`config.mk`:
```
export PLATFORM = sky130hd
export DESIGN_NAME = pcc_cycle_ctrl
export DESIGN_NICKNAME = d
export VERILOG_FILES = /design/src/inc/pcc_pkg.sv /design/src/inc/pcc_reload_if.sv /design/src/rtl/pcc_cycle_ctrl.sv /design/src/rtl/pcc_reload_bank.sv
export VERILOG_INCLUDE_DIRS = /design/src /design/src/inc
export SDC_FILE = /design/constraint.sdc
export NUM_CORES = 1
export LEC_CHECK = 0
export BUFFER_PORTS_ARGS = -buffer_cell sky130_fd_sc_hd__buf_4
export CAP_MARGIN = 5
export CORE_MARGIN = 1.5
export CORE_UTILIZATION = 45
export CTS_CLUSTER_DIAMETER = 100
export CTS_CLUSTER_SIZE = 20
export DETAILED_ROUTE_END_ITERATION = 10
export GPL_TIMING_DRIVEN = 0
export MAX_ROUTING_LAYER = met4
export PLACE_DENSITY = 0.69
export RECOVER_POWER = 50
export SLEW_MARGIN = 0
export SYNTH_ARGS = -nofsm -noshare
export SYNTH_HDL_FRONTEND = slang
export SYNTH_SLANG_ARGS = --single-unit
```
`constraint.sdc`:
```
create_clock -name mclk -period 5.3 [get_ports mclk]
set_clock_uncertainty 0.05 [all_clocks]
set_input_delay 0.53 -clock mclk [delete_from_list [all_inputs] [get_ports mclk]]
set_output_delay 0.53 -clock mclk [all_outputs]
set_load 0.01 [all_outputs]
```
`src/inc/pcc_cfg.svh`:
```
/*
 Offsets, field positions and reset values of the PWM cycle configuration block.
 Assumes an 8-bit special-function register bus with paged addressing.
*/
`ifndef PCC_CFG_SVH
`define PCC_CFG_SVH

`define PCC_CFG_ADDR 8'hd9
`define PCC_CFG_PAGE 8'h0f
`define PCC_CMP_PAGE 8'h00
`define PCC_CMP_LO_BASE 8'he0
`define PCC_CMP_HI_BASE 8'he8
`define PCC_BIT_AUTO_RELOAD_SELECT 7
`define PCC_BIT_CYCLE_OVERFLOW_IRQ_ENABLE 6
`define PCC_BIT_CYCLE_OVERFLOW_FLAG 5
`define PCC_CFG_RESET 8'h00
`define PCC_CFG_RMASK 8'he3
`define PCC_RELOAD_RESET 16'h0000

`endif

```
`src/inc/pcc_pkg.sv`:
```
/*
 Types shared by the PWM cycle configuration block.
 Assumes nothing beyond the constants header.
*/
package pcc_pkg;
    typedef enum logic [1:0] {
        PCC_LEN8 = 2'h0,
        PCC_LEN9 = 2'h1,
        PCC_LEN10 = 2'h2,
        PCC_LEN11 = 2'h3
    } pcc_cycle_len_t;
endpackage : pcc_pkg

```
`src/inc/pcc_reload_if.sv`:
```
/*
 Access path between the configuration logic and the auto-reload bank.
 Assumes both ends run on the same clock.
*/
`timescale 1ns/1ps
interface pcc_reload_if #(parameter int NUM_MODULES = 6) ();
    logic wrEn;
    logic wrHigh;
    logic [2:0] idx;
    logic [7:0] wrData;
    logic rdHigh;
    logic [7:0] rdData;
    logic [NUM_MODULES*16-1:0] values;
    modport ctrl(output wrEn, output wrHigh, output idx, output wrData, output rdHigh,
        input rdData, input values);
    modport bank(input wrEn, input wrHigh, input idx, input wrData, input rdHigh,
        output rdData, output values);
endinterface : pcc_reload_if

```
`src/rtl/pcc_cycle_ctrl.sv`:
```
/*
 PWM cycle configuration register, cycle overflow flag and interrupt request,
 and steering of compare-value accesses to the auto-reload bank.
 Assumes the main counter, compare registers and interrupt controller sit outside
 on the same clock, and that the bus issues one-cycle read and write strobes.
*/
// Notes on behaviour
// - The auto-reload select bit sends compare-value accesses to the reload bank when 1, to the compare registers when 0.
// - Reload values are applied only to channels running a 9, 10 or 11-bit cycle and do nothing otherwise.
// - With the overflow interrupt enable set, a set overflow flag requests the array interrupt; cleared, it does not.
// - The overflow flag sets when the counter carries out of the bit that ends the selected cycle length.
// - The overflow flag is set by hardware or a written 1, never cleared by hardware, and cleared by a written 0.
// - Bits 4 to 2 of the configuration register read as zero and ignore writes.
// - Cycle length select 00, 01 and 10 give 8, 9 and 10-bit cycles.
// - The selected length applies to all non-16-bit PWM channels and is ignored by 16-bit ones.
// - A module's wide enable picks a 16-bit cycle for that module, otherwise the shared length.
`timescale 1ns/1ps
`include "pcc_cfg.svh"
module pcc_cycle_ctrl import pcc_pkg::*; #(
    parameter int NUM_MODULES = 6
) (
    input wire logic mclk,
    input wire logic srst,
    input wire logic [7:0] sfrAddr,
    input wire logic [7:0] sfrPage,
    input wire logic sfrWrite,
    input wire logic sfrRead,
    input wire logic [7:0] sfrWdata,
    output logic [7:0] sfrRdata,
    output logic sfrRdHit,
    output logic cmpWrite,
    output logic [2:0] cmpWriteIdx,
    output logic cmpWriteHigh,
    output logic [7:0] cmpWriteData,
    input wire logic [15:0] counterValue,
    input wire logic counterTick,
    input wire logic [NUM_MODULES-1:0] modulePwmEnable,
    input wire logic [NUM_MODULES-1:0] moduleWideEnable,
    output logic [1:0] cycleLengthSel,
    output logic cycleOverflowFlag,
    output logic irqRequest,
    output logic [NUM_MODULES-1:0] reloadLoad,
    output logic [NUM_MODULES-1:0] wideMode,
    output logic [NUM_MODULES*16-1:0] reloadValue
);
    if (NUM_MODULES < 1 || NUM_MODULES > 8) begin : g_check
        $error("NUM_MODULES must lie between 1 and 8");
    end

    function automatic logic [10:0] cycleMask(input logic [1:0] sel);
        case (pcc_cycle_len_t'(sel))
            PCC_LEN8: cycleMask = 11'h0ff;
            PCC_LEN9: cycleMask = 11'h1ff;
            PCC_LEN10: cycleMask = 11'h3ff;
            PCC_LEN11: cycleMask = 11'h7ff;
            default: cycleMask = 11'h0ff;
        endcase
    endfunction : cycleMask

    function automatic logic inBank(input logic [7:0] addr, input logic [7:0] base);
        inBank = (addr >= base) && ({24'h0, addr - base} < NUM_MODULES);
    endfunction : inBank

    function automatic logic [2:0] bankIndex(input logic [7:0] addr, input logic [7:0] base);
        logic [7:0] diff;
        diff = addr - base;
        bankIndex = diff[2:0];
    endfunction : bankIndex

    logic [7:0] cfgReg;
    logic [7:0] next_cfgReg;

    pcc_reload_if #(.NUM_MODULES(NUM_MODULES)) rl ();

    pcc_reload_bank #(.NUM_MODULES(NUM_MODULES)) u_bank (
        .mclk(mclk),
        .srst(srst),
        .rl(rl)
    );

    wire autoReloadSelect = cfgReg[`PCC_BIT_AUTO_RELOAD_SELECT];
    wire cycleOverflowIrqEnable = cfgReg[`PCC_BIT_CYCLE_OVERFLOW_IRQ_ENABLE];
    wire cmpPageHit = (sfrPage == `PCC_CMP_PAGE);
    wire cmpLoHit = cmpPageHit && inBank(sfrAddr, `PCC_CMP_LO_BASE);
    wire cmpHiHit = cmpPageHit && inBank(sfrAddr, `PCC_CMP_HI_BASE);
    wire cmpHit = cmpLoHit || cmpHiHit;
    wire [2:0] cmpIdx = cmpLoHit ? bankIndex(sfrAddr, `PCC_CMP_LO_BASE) : bankIndex(sfrAddr, `PCC_CMP_HI_BASE);
    wire cfgHit = (sfrPage == `PCC_CFG_PAGE) && (sfrAddr == `PCC_CFG_ADDR);
    wire cfgWrite = sfrWrite && cfgHit;
    wire reloadAccess = cmpHit && autoReloadSelect;
    wire [10:0] lenMask = cycleMask(cfgReg[1:0]);
    wire cycleWrap = counterTick && ((counterValue[10:0] & lenMask) == lenMask);
    wire [7:0] cfgReadValue = cfgReg & `PCC_CFG_RMASK;
    wire [NUM_MODULES-1:0] next_wideMode = modulePwmEnable & moduleWideEnable;
    wire [NUM_MODULES-1:0] next_reloadLoad =
        modulePwmEnable & ~moduleWideEnable & {NUM_MODULES{cfgReg[1:0] != 2'h0}};

    assign rl.wrEn = sfrWrite && reloadAccess;
    assign rl.wrHigh = cmpHiHit;
    assign rl.idx = cmpIdx;
    assign rl.wrData = sfrWdata;
    assign rl.rdHigh = cmpHiHit;

    always_comb begin
        next_cfgReg = cfgReg;
        if (cfgWrite) begin
            next_cfgReg = sfrWdata & `PCC_CFG_RMASK;
        end
        // Hardware set wins over a software clear in the same cycle
        if (cycleWrap) begin
            next_cfgReg[`PCC_BIT_CYCLE_OVERFLOW_FLAG] = 1'b1;
        end
    end

    always_ff @(posedge mclk) begin
        if (srst) begin
            cfgReg <= `PCC_CFG_RESET;
            irqRequest <= 1'b0;
        end else begin
            cfgReg <= next_cfgReg;
            irqRequest <= next_cfgReg[`PCC_BIT_CYCLE_OVERFLOW_IRQ_ENABLE] && next_cfgReg[`PCC_BIT_CYCLE_OVERFLOW_FLAG];
        end
    end

    always_ff @(posedge mclk) begin
        if (srst) begin
            sfrRdata <= 8'h00;
            sfrRdHit <= 1'b0;
        end else begin
            sfrRdHit <= sfrRead && (cfgHit || reloadAccess);
            sfrRdata <= !sfrRead ? 8'h00 : cfgHit ? cfgReadValue : reloadAccess ? rl.rdData : 8'h00;
        end
    end

    always_ff @(posedge mclk) begin
        if (srst) begin
            cmpWrite <= 1'b0;
            cmpWriteIdx <= 3'h0;
            cmpWriteHigh <= 1'b0;
            cmpWriteData <= 8'h00;
        end else begin
            cmpWrite <= sfrWrite && cmpHit && !autoReloadSelect;
            cmpWriteIdx <= cmpIdx;
            cmpWriteHigh <= cmpHiHit;
            cmpWriteData <= sfrWdata;
        end
    end

    always_ff @(posedge mclk) begin
        if (srst) begin
            reloadLoad <= '0;
            wideMode <= '0;
            reloadValue <= '0;
        end else begin
            reloadLoad <= next_reloadLoad;
            wideMode <= next_wideMode;
            reloadValue <= rl.values;
        end
    end

    assign cycleLengthSel = cfgReg[1:0];
    assign cycleOverflowFlag = cfgReg[`PCC_BIT_CYCLE_OVERFLOW_FLAG];
endmodule : pcc_cycle_ctrl

```
`src/rtl/pcc_reload_bank.sv`:
```
/*
 Auto-reload value bank, one 16-bit word per capture/compare module.
 Assumes the controller only writes when the auto-reload select bit is set.
*/
`timescale 1ns/1ps
`include "pcc_cfg.svh"
module pcc_reload_bank import pcc_pkg::*; #(
    parameter int NUM_MODULES = 6
) (
    input wire logic mclk,
    input wire logic srst,
    pcc_reload_if.bank rl
);
    if (NUM_MODULES < 1 || NUM_MODULES > 8) begin : g_check
        $error("NUM_MODULES must lie between 1 and 8");
    end

    logic [15:0] reloadMem [NUM_MODULES];
    wire idxValid = ({29'h0, rl.idx} < NUM_MODULES);
    wire [15:0] selWord = idxValid ? reloadMem[rl.idx] : 16'h0000;

    always_ff @(posedge mclk) begin
        if (srst) begin
            for (int i = 0; i < NUM_MODULES; i++) begin
                reloadMem[i] <= `PCC_RELOAD_RESET;
            end
        end else if (rl.wrEn && idxValid) begin
            if (rl.wrHigh) begin
                reloadMem[rl.idx][15:8] <= rl.wrData;
            end else begin
                reloadMem[rl.idx][7:0] <= rl.wrData;
            end
        end
    end

    assign rl.rdData = rl.rdHigh ? selWord[15:8] : selWord[7:0];

    for (genvar g = 0; g < NUM_MODULES; g++) begin : g_out
        assign rl.values[g*16 +: 16] = reloadMem[g];
    end
endmodule : pcc_reload_bank

```
==> summary.md <==
| Metric | Value |
|---|---|
| Outcome | `complete, no violations` |
| Core box area | `19650 um^2` |
| DRT iter0 DRCs | `roughly 400` |
| Post-synth ARST share | `0` |
| Top FF cell, synth | `dfxtp_1` |
| Hold path depth | `2` |
| GRT Resource Usage Total | `0.2313` |
| Yosys reg bits | `between 200 and 300` |
| Commonest non-fill, non-tap cell in the layout | `clkbuf_1` |
| Worst slew pin tran | `between 900 and 1000 ps` |
| CTS Hold Bufs | `0` |
| Max frequency | `around 280 MHz` |
| TritonCTS buffer count | `16` |
| Die X | `~150 um` |
| Synth area leader | `edfxtp_1` |
| Synth Instances | `~680` |
| Mean Syn Cell Area | `13.41 um^2` |
| Initial core utilization | `0.4626` |
| Final Total Pwr | `3595 uW` |
| Gr ovfl total | `0` |
| Via count | `5964` |
| CTS clk-pin slew, worst paths | `around 70 ps` |
| Root buffer cell | `clkbuf_16` |
| Fin cells | `about 1200` |
| R2R depth | `5` |
| Die height | `~150 um` |
| Critical path arrival | `roughly 3700 ps` |
| Die area | `around 21000 um^2` |
| Critical R2R Launch | `cfgReg[7]` |
| Ports | `191` |
| Yosys warns | `0` |
| Setup violators final | `0` |
| H-tree depth | `1` |
| Req. time, crit path | `5360 ps` |
| CTS Sinks | `between 200 and 300` |
| Placed cells | `between 1000 and 1500` |
| Vias per inst | `around 5` |
| Post-Syn Area | `9092 um^2` |
| Max Buffers Root-to-Sink | `3` |
| Placer Congestion | `between 0.9 and 1` |
| Top-area cell type share of the netlist area | `0.3831` |
| Post-synth EDFFs | `about 120` |
| # port buffers | `184` |
| Worst skew pair latency | `~500 ps` |
| Initial antenna violation count | `0` |
| Resized Gates After CTS | `0` |
| Layout cell share with drive strength beyond 1 | `0.1267` |
| Slew Viols, Final | `0` |
| Startpoint types | `input pin` |
| Worst-path maximum fanout | `10` |
| Hold Crit Start | `moduleWideEnable[4]` |
| Max Cap Viol | `0` |
| Dpl hpwl | `around 18000 um` |
| Area contributors post-synth | `edfxtp_1 38%, dfxtp_1 30%, nor2b_1 7.0%, mux4_2 5.7%, nor2_1 2.9%` |
| First-pass GRT wire length | `about 36000 um` |
| HP Class | `in -> reg` |
| Most frequent cells in the layout | `162 x clkbuf_1, 136 x dfxtp_1, 116 x edfxtp_1` |
| # DRC | `0` |
| Filler cells | `around 1800` |
| Largest net degree at the start of global routing | `22` |
| Layout area overhead | `19.32%` |
| VDD IR-drop max | `0.2250 mV` |
| CTS tree | `done` |
| Final TNS setup | `0 ps` |
| Antenna diodes | `0` |
| Power per standard cell area | `331.3 nW/um^2` |
| Min Clock Period, post-route | `about 3600 ps` |
| Lkg Pwr | `0.004060 uW` |
| Final antenna-violating net count | `0` |
| Crit. End Element | `flip-flop` |
| Wire per inst | `between 20 and 25 um` |
| Reg-to-reg slack, setup | `about 2300 ps` |
| Total Nets Final | `between 900 and 1000` |
| Vias in the first global route | `5959` |
| Relative slew slack | `0.3952` |
| Post CTS Setup Buffer Count | `0` |
| WL final | `23710 um` |
| Worst Setup Path Type | `in -> reg` |
| Row count | `51` |
| Sequential share of the synthesized area | `0.6825` |
| RR Endpoint | `u_bank.reloadMem[4][1]` |
| Fin crit share | `0.6817` |
| Worst Hold End | `reloadLoad[4]` |
| Drt pass-1 iters | `5` |
| Final hold vios | `0` |
| Final Core Density | `0.5520` |
| RSZ-0062 raised after global routing | `no` |
| Yosys cell types | `46` |
==> Yosys cell counts, types with 2 or more instances <==
library cell  count
a211o_1           3
a21oi_1           5
a22o_1            3
a22oi_1           2
a41o_1            2
and2_1           18
buf_1             4
buf_2             8
buf_4             2
clkbuf_1         21
dfxtp_1         136
edfxtp_1        116
ha_1              3
inv_1            14
mux2_2            7
mux2i_1          23
mux4_2           23
nand2_1          25
nand2b_1         13
nand3_1           5
nand3b_1          2
nand4_1           4
nor2_1           70
nor2b_1         102
nor3_1           20
nor3b_1           6
nor4_1            3
o211ai_1          4
o21ai_0           3
o21bai_1          7
o2bb2ai_1         4
or2_2             3
or3_1             3
or4_1             2
==> kinds of logic after synthesis <==
| group | Yosys count | share of synthesized area |
|---|---|---|
| compound gates | 38 | 0.03234 |
| fa+ha+maj | 3 | 0.004129 |
| buf+inv | 50 | 0.02339 |
| flops | 252 | 0.6825 |
| mux | 53 | 0.09096 |
| other cells | 1 | 0.0004124 |
| simple gates | 281 | 0.1662 |
==> report_power, final <==
| part | switching, uW | internal (uW) |
|---|---|---|
| sequential | 24.9 | 2090 |
| clock | 631 | 601 |
| combinational | 147 | 101 |
| total | 804 | 2790 |
==> metal layers <==
metal	wire length (um)	part of all wire	global-route usage	up-vias
met5	0	0	-	-
met4	517	0.022	0.06173	0
met3	1669	0.070	0.02736	33
met2	11360	0.48	0.3756	280
met1	10170	0.43	0.3099	2871
li1	-	-	-	2780
==> cell type report <==
class	count	area, um^2	share of cell area
Buffer	36	160.2	0.01476
Clock buffer	26	459.2	0.04232
Clock inverter	1	8.758	0.0008073
Inverter	14	52.55	0.004844
Multi-Input combinational cell	395	2745	0.2530
Sequential cell	252	6206	0.5720
Tap cell	265	331.6	0.03056
Timing Repair Buffer	184	885.9	0.08165
==> sequential cells by signal, summed over array words and instances (netlist names) <==
register / count
cfgReg: 5
cmpWrite: 1
cmpWriteData: 8
cmpWriteHigh: 1
cmpWriteIdx: 3
irqRequest: 1
reloadLoad: 6
reloadValue: 96
sfrRdHit: 1
sfrRdata: 8
u_bank.reloadMem: 116
wideMode: 6
==> worst max path at each step <==
| stage | cells past startpoint | to | from | slack [ps] |
|---|---|---|---|---|
| 6_report | 8 | u_bank.reloadMem[2][13] | sfrAddr[2] | 1690 |
| 5_1_grt | 8 | u_bank.reloadMem[2][13] | sfrAddr[2] | 1500 |
| 4_1_cts | 8 | u_bank.reloadMem[2][13] | sfrAddr[2] | 1700 |
| 3_5_place_dp | 8 | u_bank.reloadMem[2][11] | sfrAddr[2] | 1220 |
| 3_3_place_gp | 8 | u_bank.reloadMem[2][11] | sfrAddr[2] | 1190 |
| 2_1_floorplan | 7 | u_bank.reloadMem[4][0] | sfrAddr[2] | 2400 |
==> worst max-delay path, cell delays in order <==
cell       delay, ps
buf_4            110
buf_2            190
nor3_1           490
nand4b_1         200
a2111oi_2        470
clkbuf_1         500
nand2_1          400
o21bai_1         780
==> per-stage QoR <==
| stage | hold slack, ps | area (um^2) | setup slack (ps) |
|---|---|---|---|
| after floorplan | 382.1 | 9164 | 2403 |
| after global placement | 406.8 | 10880 | 1186 |
| after detailed placement | 415.7 | 10880 | 1217 |
| after CTS | 150.5 | 11340 | 1698 |
| after global routing | 149.1 | 10850 | 1500 |
| final | 157.3 | 10850 | 1687 |
No activity file was read; power rests on OpenSTA's default activity.
